--- src/logic/mix_router_cfg.svh ---
// Offsets, field positions, reset values and widths of the mix router.
// Assumes inclusion by bare name from the package and the design modules.
`ifndef MIX_ROUTER_CFG_SVH
`define MIX_ROUTER_CFG_SVH

`define SAMPLE_W 24
`define WB_ADR_W 8
`define REG_W 16
`define GAIN_FRAC_BITS 15

// Register indices; byte address is four times the index
`define ROUTING_IDX 6'h18
`define SIDETONE_IDX 6'h20
`define POLARITY_IDX 6'h26
`define MIX_CTRL_IDX 6'h30
`define MIX_STATUS_IDX 6'h31

`define ROUTING_RESET 16'h0050
`define SIDETONE_RESET 16'h0000
`define POLARITY_RESET 16'h0000
`define MIX_CTRL_RESET 16'h0000
`define MIX_STATUS_RESET 16'h0000

`define ROUTING_WMASK 16'h1ef0
`define SIDETONE_WMASK 16'h0fff
`define POLARITY_WMASK 16'h0003
`define MIX_CTRL_WMASK 16'h0001

// Field positions
`define PLAYBACK_FLIP_L_BIT 12
`define PLAYBACK_FLIP_R_BIT 11
`define BOOST_HI 10
`define BOOST_LO 9
`define TX_SLOT_L_BIT 7
`define TX_SLOT_R_BIT 6
`define PLAYBACK_SEL_L_BIT 5
`define PLAYBACK_SEL_R_BIT 4
`define MON_GAIN_L_HI 11
`define MON_GAIN_L_LO 8
`define MON_GAIN_R_HI 7
`define MON_GAIN_R_LO 4
`define MON_SRC_L_HI 3
`define MON_SRC_L_LO 2
`define MON_SRC_R_HI 1
`define MON_SRC_R_LO 0
`define ADC_FLIP_L_BIT 1
`define ADC_FLIP_R_BIT 0
`define RATE_MATCH_BIT 0
`define ST_BOOST_CLIP_L_BIT 0
`define ST_BOOST_CLIP_R_BIT 1
`define ST_MIX_CLIP_L_BIT 2
`define ST_MIX_CLIP_R_BIT 3

`endif

--- src/logic/mix_router_pkg.sv ---
// Types shared by the mix router modules.
// Assumes mix_router_cfg.svh is on the include path.
`include "mix_router_cfg.svh"

package mix_router_pkg;
    typedef logic signed [`SAMPLE_W-1:0] sample_t;
    typedef enum logic [1:0] {
        MON_NONE = 2'b00,
        MON_LEFT_ADC = 2'b01,
        MON_RIGHT_ADC = 2'b10,
        MON_RESERVED = 2'b11
    } monitor_src_t;
    typedef enum logic [1:0] {
        BOOST_0DB = 2'b00,
        BOOST_6DB = 2'b01,
        BOOST_12DB = 2'b10,
        BOOST_18DB = 2'b11
    } boost_t;
    localparam sample_t SAMPLE_MAX = 24'sh7fffff;
    localparam sample_t SAMPLE_MIN = 24'sh800000;
endpackage

--- src/logic/monitor_gain_scaler.sv ---
// Sidetone gain stage: scales one sample by a 4-bit code, -36 dB to 0 dB.
// Assumes the caller pulses in_valid once per sample; result one cycle later.
`include "mix_router_cfg.svh"

module monitor_gain_scaler import mix_router_pkg::*; (
    input wire logic clk,
    input wire logic rst,
    input wire logic in_valid,
    input wire logic [3:0] gain_code,
    input wire sample_t in_sample,
    output sample_t out_sample
);
    // Unsigned Q1.15 factors; 0 dB is exactly 1.0 so no rounding at unity
    function automatic logic [15:0] gain_coef(input logic [3:0] code);
        case (code)
            4'h0: gain_coef = 16'h0207;
            4'h1: gain_coef = 16'h02de;
            4'h2: gain_coef = 16'h040c;
            4'h3: gain_coef = 16'h05b8;
            4'h4: gain_coef = 16'h0814;
            4'h5: gain_coef = 16'h0b68;
            4'h6: gain_coef = 16'h101d;
            4'h7: gain_coef = 16'h16c3;
            4'h8: gain_coef = 16'h2027;
            4'h9: gain_coef = 16'h2d6b;
            4'ha: gain_coef = 16'h4027;
            4'hb: gain_coef = 16'h5a9e;
            default: gain_coef = 16'h8000;
        endcase
    endfunction

    logic signed [`SAMPLE_W+16:0] product;

    assign product = in_sample * $signed({1'b0, gain_coef(gain_code)});

    always_ff @(posedge clk) begin
        if (rst) begin
            out_sample <= '0;
        end else if (in_valid) begin
            out_sample <= product[`GAIN_FRAC_BITS+`SAMPLE_W-1:`GAIN_FRAC_BITS];
        end
    end
endmodule

--- src/logic/audio_digital_mix_router.sv ---
// Digital mixing and routing core: ADC to interface slots, interface to DACs,
// playback boost and sidetone mix, with a classic Wishbone register slave.
// Assumes ADC, high-pass and interface samples arrive on CLOCK with strobes.
//
// Functional notes
// - Left ADC samples are negated when the left ADC flip bit is set.
// - Right ADC samples are negated when the right ADC flip bit is set.
// - Left transmit slot carries left ADC, or right ADC when bit 7 set.
// - Right transmit slot carries right ADC when bit 6 set, else left ADC.
// - Left playback data is negated when bit 12 is set.
// - Right playback data is negated when bit 11 is set.
// - Left DAC takes left channel, or right channel when bit 5 set.
// - Right DAC takes right channel when bit 4 set, else left channel.
// - Boost field bits 10:9 gives 0, +6, +12 or +18 dB playback gain.
// - Sidetone only mixes when ADC and DAC rates are declared equal.
// - Selected sidetone is added to each DAC channel independently.
// - Sidetone samples come from the ADC high-pass filter output.
// - Left sidetone source bits 3:2: none, left ADC, right ADC, reserved.
// - Right sidetone source bits 1:0 use the same coding.
// - Left sidetone gain is field 11:8, reset to zero.
// - Right sidetone gain is field 7:4, reset to zero.
// - Gain code 0 is -36 dB, 3 dB steps, 0 dB from code 12 up.
`include "mix_router_cfg.svh"

module audio_digital_mix_router import mix_router_pkg::*; (
    input wire logic CLOCK,
    input wire logic SYS_RST,
    input wire logic WB_CYC_I,
    input wire logic WB_STB_I,
    input wire logic WB_WE_I,
    input wire logic [`WB_ADR_W-1:0] WB_ADR_I,
    input wire logic [3:0] WB_SEL_I,
    input wire logic [31:0] WB_DAT_I,
    output logic [31:0] WB_DAT_O,
    output logic WB_ACK_O,
    input wire logic ADC_VALID,
    input wire sample_t ADC_L_RAW,
    input wire sample_t ADC_R_RAW,
    input wire sample_t ADC_L_HPF,
    input wire sample_t ADC_R_HPF,
    output sample_t AIF_TX_L,
    output sample_t AIF_TX_R,
    output logic AIF_TX_VALID,
    input wire logic AIF_RX_VALID,
    input wire sample_t AIF_RX_L,
    input wire sample_t AIF_RX_R,
    output sample_t DAC_L,
    output sample_t DAC_R,
    output logic DAC_VALID
);
    // Negating the most negative code would wrap, so it clips to the top
    function automatic sample_t flip_sample(input sample_t s, input logic en);
        if (!en) begin
            flip_sample = s;
        end else if (s == SAMPLE_MIN) begin
            flip_sample = SAMPLE_MAX;
        end else begin
            flip_sample = -s;
        end
    endfunction

    function automatic logic out_of_range(input logic signed [`SAMPLE_W+2:0] w);
        out_of_range = (w > $signed({{3{1'b0}}, SAMPLE_MAX}))
            || (w < $signed({{3{1'b1}}, SAMPLE_MIN}));
    endfunction

    function automatic sample_t clamp_sample(input logic signed [`SAMPLE_W+2:0] w);
        if (w > $signed({{3{1'b0}}, SAMPLE_MAX})) begin
            clamp_sample = SAMPLE_MAX;
        end else if (w < $signed({{3{1'b1}}, SAMPLE_MIN})) begin
            clamp_sample = SAMPLE_MIN;
        end else begin
            clamp_sample = w[`SAMPLE_W-1:0];
        end
    endfunction

    // Boost by whole-bit shifts: 6.02 dB per step, close to the nominal 6 dB
    function automatic logic signed [`SAMPLE_W+2:0] boost_wide(input sample_t s,
            input boost_t b);
        logic signed [`SAMPLE_W+2:0] w;
        w = {{3{s[`SAMPLE_W-1]}}, s};
        case (b)
            BOOST_6DB: boost_wide = w <<< 1;
            BOOST_12DB: boost_wide = w <<< 2;
            BOOST_18DB: boost_wide = w <<< 3;
            default: boost_wide = w;
        endcase
    endfunction

    function automatic sample_t pick_monitor(input monitor_src_t src,
            input logic rate_ok, input sample_t hl, input sample_t hr);
        if (!rate_ok) begin
            pick_monitor = '0;
        end else begin
            case (src)
                MON_LEFT_ADC: pick_monitor = hl;
                MON_RIGHT_ADC: pick_monitor = hr;
                default: pick_monitor = '0;
            endcase
        end
    endfunction

    function automatic logic [15:0] merge_lanes(input logic [15:0] old,
            input logic [31:0] wd, input logic [3:0] sel, input logic [15:0] mask);
        logic [15:0] m;
        m = {{8{sel[1]}}, {8{sel[0]}}} & mask;
        merge_lanes = (old & ~m) | (wd[15:0] & m);
    endfunction

    logic ack_reg;
    logic [31:0] rdata_reg;
    logic [15:0] routing_reg;
    logic [15:0] sidetone_reg;
    logic [15:0] polarity_reg;
    logic [15:0] mix_ctrl_reg;
    logic [15:0] mix_status_reg;
    logic [15:0] mix_status_next;
    logic [15:0] status_set;
    logic [15:0] status_clr;
    logic access;
    logic wr_access;
    logic [5:0] word_idx;
    logic [15:0] rd_word;

    sample_t adc_l_flipped;
    sample_t adc_r_flipped;
    sample_t tx_l_reg;
    sample_t tx_r_reg;
    logic tx_valid_reg;
    sample_t hpf_l_reg;
    sample_t hpf_r_reg;

    sample_t play_l_pick;
    sample_t play_r_pick;
    logic signed [`SAMPLE_W+2:0] boost_l_wide;
    logic signed [`SAMPLE_W+2:0] boost_r_wide;
    sample_t play_l_reg;
    sample_t play_r_reg;
    logic stage1_valid_reg;
    sample_t mon_l_in;
    sample_t mon_r_in;
    sample_t mon_l_scaled;
    sample_t mon_r_scaled;
    logic signed [`SAMPLE_W+2:0] mix_l_wide;
    logic signed [`SAMPLE_W+2:0] mix_r_wide;
    sample_t dac_l_reg;
    sample_t dac_r_reg;
    logic dac_valid_reg;
    logic rate_ok;
    boost_t boost_sel;

    // Bus slave: one wait state, ack for exactly one cycle per request
    assign access = WB_CYC_I && WB_STB_I && !ack_reg;
    assign wr_access = access && WB_WE_I;
    assign word_idx = WB_ADR_I[`WB_ADR_W-1:2];

    always_comb begin
        case (word_idx)
            `ROUTING_IDX: rd_word = routing_reg;
            `SIDETONE_IDX: rd_word = sidetone_reg;
            `POLARITY_IDX: rd_word = polarity_reg;
            `MIX_CTRL_IDX: rd_word = mix_ctrl_reg;
            `MIX_STATUS_IDX: rd_word = mix_status_reg;
            default: rd_word = 16'h0000;
        endcase
    end

    always_ff @(posedge CLOCK) begin
        if (SYS_RST) begin
            ack_reg <= 1'b0;
        end else begin
            ack_reg <= access;
        end
    end

    always_ff @(posedge CLOCK) begin
        if (SYS_RST) begin
            rdata_reg <= 32'h0000_0000;
        end else if (access) begin
            rdata_reg <= {16'h0000, rd_word};
        end
    end

    assign WB_ACK_O = ack_reg;
    assign WB_DAT_O = rdata_reg;

    always_ff @(posedge CLOCK) begin
        if (SYS_RST) begin
            routing_reg <= `ROUTING_RESET;
        end else if (wr_access && word_idx == `ROUTING_IDX) begin
            routing_reg <= merge_lanes(routing_reg, WB_DAT_I, WB_SEL_I, `ROUTING_WMASK);
        end
    end

    always_ff @(posedge CLOCK) begin
        if (SYS_RST) begin
            sidetone_reg <= `SIDETONE_RESET;
        end else if (wr_access && word_idx == `SIDETONE_IDX) begin
            sidetone_reg <= merge_lanes(sidetone_reg, WB_DAT_I, WB_SEL_I,
                `SIDETONE_WMASK);
        end
    end

    always_ff @(posedge CLOCK) begin
        if (SYS_RST) begin
            polarity_reg <= `POLARITY_RESET;
        end else if (wr_access && word_idx == `POLARITY_IDX) begin
            polarity_reg <= merge_lanes(polarity_reg, WB_DAT_I, WB_SEL_I,
                `POLARITY_WMASK);
        end
    end

    always_ff @(posedge CLOCK) begin
        if (SYS_RST) begin
            mix_ctrl_reg <= `MIX_CTRL_RESET;
        end else if (wr_access && word_idx == `MIX_CTRL_IDX) begin
            mix_ctrl_reg <= merge_lanes(mix_ctrl_reg, WB_DAT_I, WB_SEL_I,
                `MIX_CTRL_WMASK);
        end
    end

    // Sticky clip flags, write one to clear; a new clip in the same cycle wins
    always_comb begin
        status_set = 16'h0000;
        status_set[`ST_BOOST_CLIP_L_BIT] = AIF_RX_VALID && out_of_range(boost_l_wide);
        status_set[`ST_BOOST_CLIP_R_BIT] = AIF_RX_VALID && out_of_range(boost_r_wide);
        status_set[`ST_MIX_CLIP_L_BIT] = stage1_valid_reg && out_of_range(mix_l_wide);
        status_set[`ST_MIX_CLIP_R_BIT] = stage1_valid_reg && out_of_range(mix_r_wide);
        status_clr = 16'h0000;
        if (wr_access && word_idx == `MIX_STATUS_IDX && WB_SEL_I[0]) begin
            status_clr = {8'h00, WB_DAT_I[7:0]};
        end
        mix_status_next = (mix_status_reg & ~status_clr) | status_set;
    end

    always_ff @(posedge CLOCK) begin
        if (SYS_RST) begin
            mix_status_reg <= `MIX_STATUS_RESET;
        end else begin
            mix_status_reg <= mix_status_next;
        end
    end

    // Capture path: flip, then route to the transmit slots
    assign adc_l_flipped = flip_sample(ADC_L_RAW, polarity_reg[`ADC_FLIP_L_BIT]);
    assign adc_r_flipped = flip_sample(ADC_R_RAW, polarity_reg[`ADC_FLIP_R_BIT]);

    always_ff @(posedge CLOCK) begin
        if (SYS_RST) begin
            tx_l_reg <= '0;
            tx_r_reg <= '0;
        end else if (ADC_VALID) begin
            tx_l_reg <= routing_reg[`TX_SLOT_L_BIT] ? adc_r_flipped : adc_l_flipped;
            tx_r_reg <= routing_reg[`TX_SLOT_R_BIT] ? adc_r_flipped : adc_l_flipped;
        end
    end

    always_ff @(posedge CLOCK) begin
        if (SYS_RST) begin
            tx_valid_reg <= 1'b0;
        end else begin
            tx_valid_reg <= ADC_VALID;
        end
    end

    assign AIF_TX_L = tx_l_reg;
    assign AIF_TX_R = tx_r_reg;
    assign AIF_TX_VALID = tx_valid_reg;

    // High-pass samples are held so the playback path may run on its own strobe
    always_ff @(posedge CLOCK) begin
        if (SYS_RST) begin
            hpf_l_reg <= '0;
            hpf_r_reg <= '0;
        end else if (ADC_VALID) begin
            hpf_l_reg <= ADC_L_HPF;
            hpf_r_reg <= ADC_R_HPF;
        end
    end

    // Playback stage 1: channel select, flip, boost with clamp
    assign boost_sel = boost_t'(routing_reg[`BOOST_HI:`BOOST_LO]);
    assign play_l_pick = routing_reg[`PLAYBACK_SEL_L_BIT] ? AIF_RX_R : AIF_RX_L;
    assign play_r_pick = routing_reg[`PLAYBACK_SEL_R_BIT] ? AIF_RX_R : AIF_RX_L;
    assign boost_l_wide = boost_wide(
        flip_sample(play_l_pick, routing_reg[`PLAYBACK_FLIP_L_BIT]), boost_sel);
    assign boost_r_wide = boost_wide(
        flip_sample(play_r_pick, routing_reg[`PLAYBACK_FLIP_R_BIT]), boost_sel);

    // Host is expected to keep boosted data in range; clamping only limits damage
    always_ff @(posedge CLOCK) begin
        if (SYS_RST) begin
            play_l_reg <= '0;
            play_r_reg <= '0;
        end else if (AIF_RX_VALID) begin
            play_l_reg <= clamp_sample(boost_l_wide);
            play_r_reg <= clamp_sample(boost_r_wide);
        end
    end

    // Sidetone source; reserved code and unequal rates both give silence
    assign rate_ok = mix_ctrl_reg[`RATE_MATCH_BIT];
    assign mon_l_in = pick_monitor(monitor_src_t'(sidetone_reg[`MON_SRC_L_HI:`MON_SRC_L_LO]),
        rate_ok, hpf_l_reg, hpf_r_reg);
    assign mon_r_in = pick_monitor(monitor_src_t'(sidetone_reg[`MON_SRC_R_HI:`MON_SRC_R_LO]),
        rate_ok, hpf_l_reg, hpf_r_reg);

    monitor_gain_scaler left_scaler (
        .clk(CLOCK),
        .rst(SYS_RST),
        .in_valid(AIF_RX_VALID),
        .gain_code(sidetone_reg[`MON_GAIN_L_HI:`MON_GAIN_L_LO]),
        .in_sample(mon_l_in),
        .out_sample(mon_l_scaled)
    );

    monitor_gain_scaler right_scaler (
        .clk(CLOCK),
        .rst(SYS_RST),
        .in_valid(AIF_RX_VALID),
        .gain_code(sidetone_reg[`MON_GAIN_R_HI:`MON_GAIN_R_LO]),
        .in_sample(mon_r_in),
        .out_sample(mon_r_scaled)
    );

    always_ff @(posedge CLOCK) begin
        if (SYS_RST) begin
            stage1_valid_reg <= 1'b0;
        end else begin
            stage1_valid_reg <= AIF_RX_VALID;
        end
    end

    // Playback stage 2: add sidetone per channel and saturate
    assign mix_l_wide = {{3{play_l_reg[`SAMPLE_W-1]}}, play_l_reg}
        + {{3{mon_l_scaled[`SAMPLE_W-1]}}, mon_l_scaled};
    assign mix_r_wide = {{3{play_r_reg[`SAMPLE_W-1]}}, play_r_reg}
        + {{3{mon_r_scaled[`SAMPLE_W-1]}}, mon_r_scaled};

    always_ff @(posedge CLOCK) begin
        if (SYS_RST) begin
            dac_l_reg <= '0;
            dac_r_reg <= '0;
        end else if (stage1_valid_reg) begin
            dac_l_reg <= clamp_sample(mix_l_wide);
            dac_r_reg <= clamp_sample(mix_r_wide);
        end
    end

    always_ff @(posedge CLOCK) begin
        if (SYS_RST) begin
            dac_valid_reg <= 1'b0;
        end else begin
            dac_valid_reg <= stage1_valid_reg;
        end
    end

    assign DAC_L = dac_l_reg;
    assign DAC_R = dac_r_reg;
    assign DAC_VALID = dac_valid_reg;
endmodule

--- config.mk ---
export PLATFORM = sky130hd
export DESIGN_NAME = audio_digital_mix_router
export DESIGN_NICKNAME = d
export VERILOG_FILES = /design/src/logic/mix_router_pkg.sv /design/src/logic/monitor_gain_scaler.sv /design/src/logic/audio_digital_mix_router.sv
export VERILOG_INCLUDE_DIRS = /design/src /design/src/logic
export SDC_FILE = /design/constraint.sdc
export NUM_CORES = 2
export LEC_CHECK = 0
export BUFFER_PORTS_ARGS = -buffer_cell sky130_fd_sc_hd__buf_4
export CORE_ASPECT_RATIO = 0.6
export CORE_MARGIN = 5
export CORE_UTILIZATION = 56
export CTS_CLUSTER_DIAMETER = 60
export DETAILED_ROUTE_END_ITERATION = 6
export MAX_ROUTING_LAYER = met4
export PLACE_DENSITY = 0.75
export RECOVER_POWER = 50
export SKIP_CTS_REPAIR_TIMING = 1
export SKIP_LAST_GASP = 1
export SLEW_MARGIN = 10
export SYNTH_ARGS = -nofsm -noshare
export SYNTH_HDL_FRONTEND = slang
export SYNTH_SLANG_ARGS = --single-unit
--- constraint.sdc ---
create_clock -name CLOCK -period 10.5 [get_ports CLOCK]
set_clock_uncertainty 0.1 [all_clocks]
set_input_delay 1.05 -clock CLOCK [delete_from_list [all_inputs] [get_ports CLOCK]]
set_output_delay 1.05 -clock CLOCK [all_outputs]
set_load 0.03 [all_outputs]
==> impl_metrics.env <==
export IMPL_outcome="finished, violations left"
export IMPL_violations="capacitance limit, slew limit"
export IMPL_synth_most_common_cell="inv_1"
export IMPL_grt_pass1_wl_um=220000
export IMPL_remaining_drc_errors=0
export IMPL_wl_met1_um=60400
export IMPL_yosysTopAreaCell="fa_1"
export IMPL_place_gp_congestion=0.991
export IMPL_grt_start_max_net_pins=124
export IMPL_area_growth_pct=8.31
export IMPL_cp_slowest_stage_delay_ps=880
export IMPL_ys_seq_area_share_pct=13.8
export IMPL_fmax_mhz=110
export IMPL_path_class="reg2reg"
export IMPL_grt_ovfl_total=0
export IMPL_layout_nets=6812
export IMPL_num_vias=39400
export IMPL_wire_per_inst_um=20.6
export IMPL_hold_path_class="reg2reg"
export IMPL_ys_top_cells_by_count="925 x inv_1, 728 x fa_1, 675 x nand2_1"
export IMPL_period_needed_ps=9120
export IMPL_regArea_sq_um=6410
export IMPL_dieArea_sq_um=89200
export IMPL_std_cell_rows=81
export IMPL_synth_distinct_cells=101
export IMPL_firstDrtPassIters=7
export IMPL_multi_input_area_sq_um=35500
export IMPL_leakage_nw=24.1
export IMPL_wl_um=139000
export IMPL_synth_top_area_share_pct=31.3
export IMPL_start_kind="flop"
export IMPL_cp_common_cell="fa_1"
export IMPL_syn_inst=5511
export IMPL_io_buffers=283
export IMPL_antenna_found_initial=0
export IMPL_ys_flop_type="dfxtp_1"
export IMPL_fin_util_pct=61.5
export IMPL_cts_buffer_depth=3
export IMPL_core_sq_um=82000
export IMPL_dr_first_iter_drc_count=3970
export IMPL_synth_edf_count=0
export IMPL_root_buffer="clkbuf_16"
export IMPL_cts_tree="yes"
export IMPL_rsz0062_at_grt="false"
export IMPL_drv_slew=275
export IMPL_place_area_sq_um=49600
export IMPL_syn_cell_area_sq_um=46600
export IMPL_dr_wl_met3_um=16500
export IMPL_worstPathCellList="ha_1, a22oi_1, nor2_2, nand2_1, fa_1, fa_1, fa_1, inv_1, fa_1, fa_1, inv_1, fa_1, inv_1, ha_1, and4_1, nor2b_1, a211o_1, a221o_1, o2111a_1, o211ai_1, a31oi_1, or3_1, a32o_1"
export IMPL_end_kind="flop"
export IMPL_power_density_nw_per_um2=63.3
export IMPL_crit_path_top_delay_cell="ha_1"
export IMPL_arrival_ps=9490
export IMPL_ys_ff_latch=320
export IMPL_route_met2_wl_um=59300
export IMPL_grt_pass1_vias=38900
export IMPL_die_w_um=382
export IMPL_avgSynthCellArea_sq_um=8.45
export IMPL_postLayoutCellArea_sq_um=50400
export IMPL_start_util_pct=56.8
export IMPL_routed_top_layer="met4"
export IMPL_fin_crit_sh_pct=86.9
export IMPL_hold_viol_final=0
export IMPL_dp_hpwl_um=108000
export IMPL_vias_per_cell=5.85
export IMPL_clk_latency_ps=600
export IMPL_n_fill_cell=7226
export IMPL_worstMarginPinSlew_ps=5830
export IMPL_finalSetupViolations=0
export IMPL_fin_total_pwr_mw=3.19
export IMPL_h_tree_depth=2
export IMPL_crit_fanout=24
export IMPL_hold_worst_slack_ps=356
export IMPL_ir_drop_v=0.000147
export IMPL_yosysWarnings=0
export IMPL_ys_top_cells_by_area="fa_1 31%, dfxtp_1 14%, inv_1 7.5%, ha_1 6.8%, nand2_1 5.4%"
export IMPL_die_h_um=233
export IMPL_ios=326
export IMPL_cts_sinks=320
export IMPL_maxSlewHeadroom_pct=-289
export IMPL_insertedDiodeCount=0
export IMPL_clkTransAtPathRegs_ps=60
export IMPL_finalSetupTns_ps=0
export IMPL_track_usage_pct=32.1
export IMPL_ant_nets=0
export IMPL_drive_gt1_share_pct=8.34
export IMPL_synthArstFlopShare_pct=0
export IMPL_cts_buffers_inserted=36
export IMPL_maxCapViolCount=4
export IMPL_cp_required_ps=10870
## metrics by stage
stage	worst slack (ps)	std cells
after detailed placement	1540	6676
final	1380	6739
after floorplan	2810	5529
after CTS	1500	6739
after global placement	1730	6676
after global routing	953	6739
## path summary, 6_finish.rpt
check	cells after the start	endpoint	slack (ps)	start
max reg2reg	23	left_scaler.out_sample[22]	1380	flop
min reg2reg	2	WB_DAT_O[12]	360	WB_DAT_O[12]
max	23	left_scaler.out_sample[22]	1380	flop
min	2	WB_DAT_O[12]	360	WB_DAT_O[12]
## critical path, delay by kind of cell, from the launching register on
family | cells | cell delay [ps]
compound gates | 7 | 2090
fa+ha+maj | 8 | 4420
buf+inv | 3 | 160
flops | 1 | 440
simple gates | 5 | 1760
## final cells by class
class	count	share of cell area (%)
multi-input cells	3965	70.3
flip-flops and latches	320	12.7
inverters	928	6.90
repair buffers	384	4.85
well taps	1079	2.68
clock buffers	44	1.96
clock inverters	19	0.553
## placed cells by master, fill, tap and decap left out, drive strengths merged, types with 19 or more instances in the layout
master,Yosys,final
inv,925,928
fa,728,728
nand2,676,676
nor2,380,380
and2,320,320
dfxtp,320,320
buf,58,267
ha,254,254
o21ai,195,195
a21oi,182,182
clkbuf,258,161
mux2i,148,148
xnor2,98,98
a211oi,85,85
nor3,74,74
nand3,69,69
o211ai,59,59
a22oi,57,57
xor2,56,56
nand2b,41,41
a21o,41,41
a31oi,37,37
mux2,36,36
o221a,32,32
or3,24,24
and3,23,23
o31ai,23,23
o21a,21,21
nor3b,21,21
conb,1,19
## cell families (layout without fill, tap and decap cells)
group	after synthesis	count (layout)	share of synthesized area [%]
and+or+nand+nor	1724	1724	17.4
buffers and inverters	1244	1375	10.3
adders and majority gates	986	986	38.2
AOI/OAI and AO/OA	896	896	13.3
DFF	320	320	13.8
muxes	186	186	4.17
xor gates and xnor gates	154	154	2.90
other	1	19	0.00805
## layer usage
metal / vias up / global-route usage [%]
met5: - / -
met1: 19400 / 45.6
met2: 1948 / 46.8
met3: 201 / 8.66
met4: 0 / 5.31
li1: 17900 / -
## power breakdown
part / internal, mW / total (mW) / switching (mW)
Combinational: 0.186 / 0.524 / 0.338
Clock: 0.765 / 1.35 / 0.589
Sequential: 1.27 / 1.31 / 0.0435
Power figures use the tool's default switching activity.
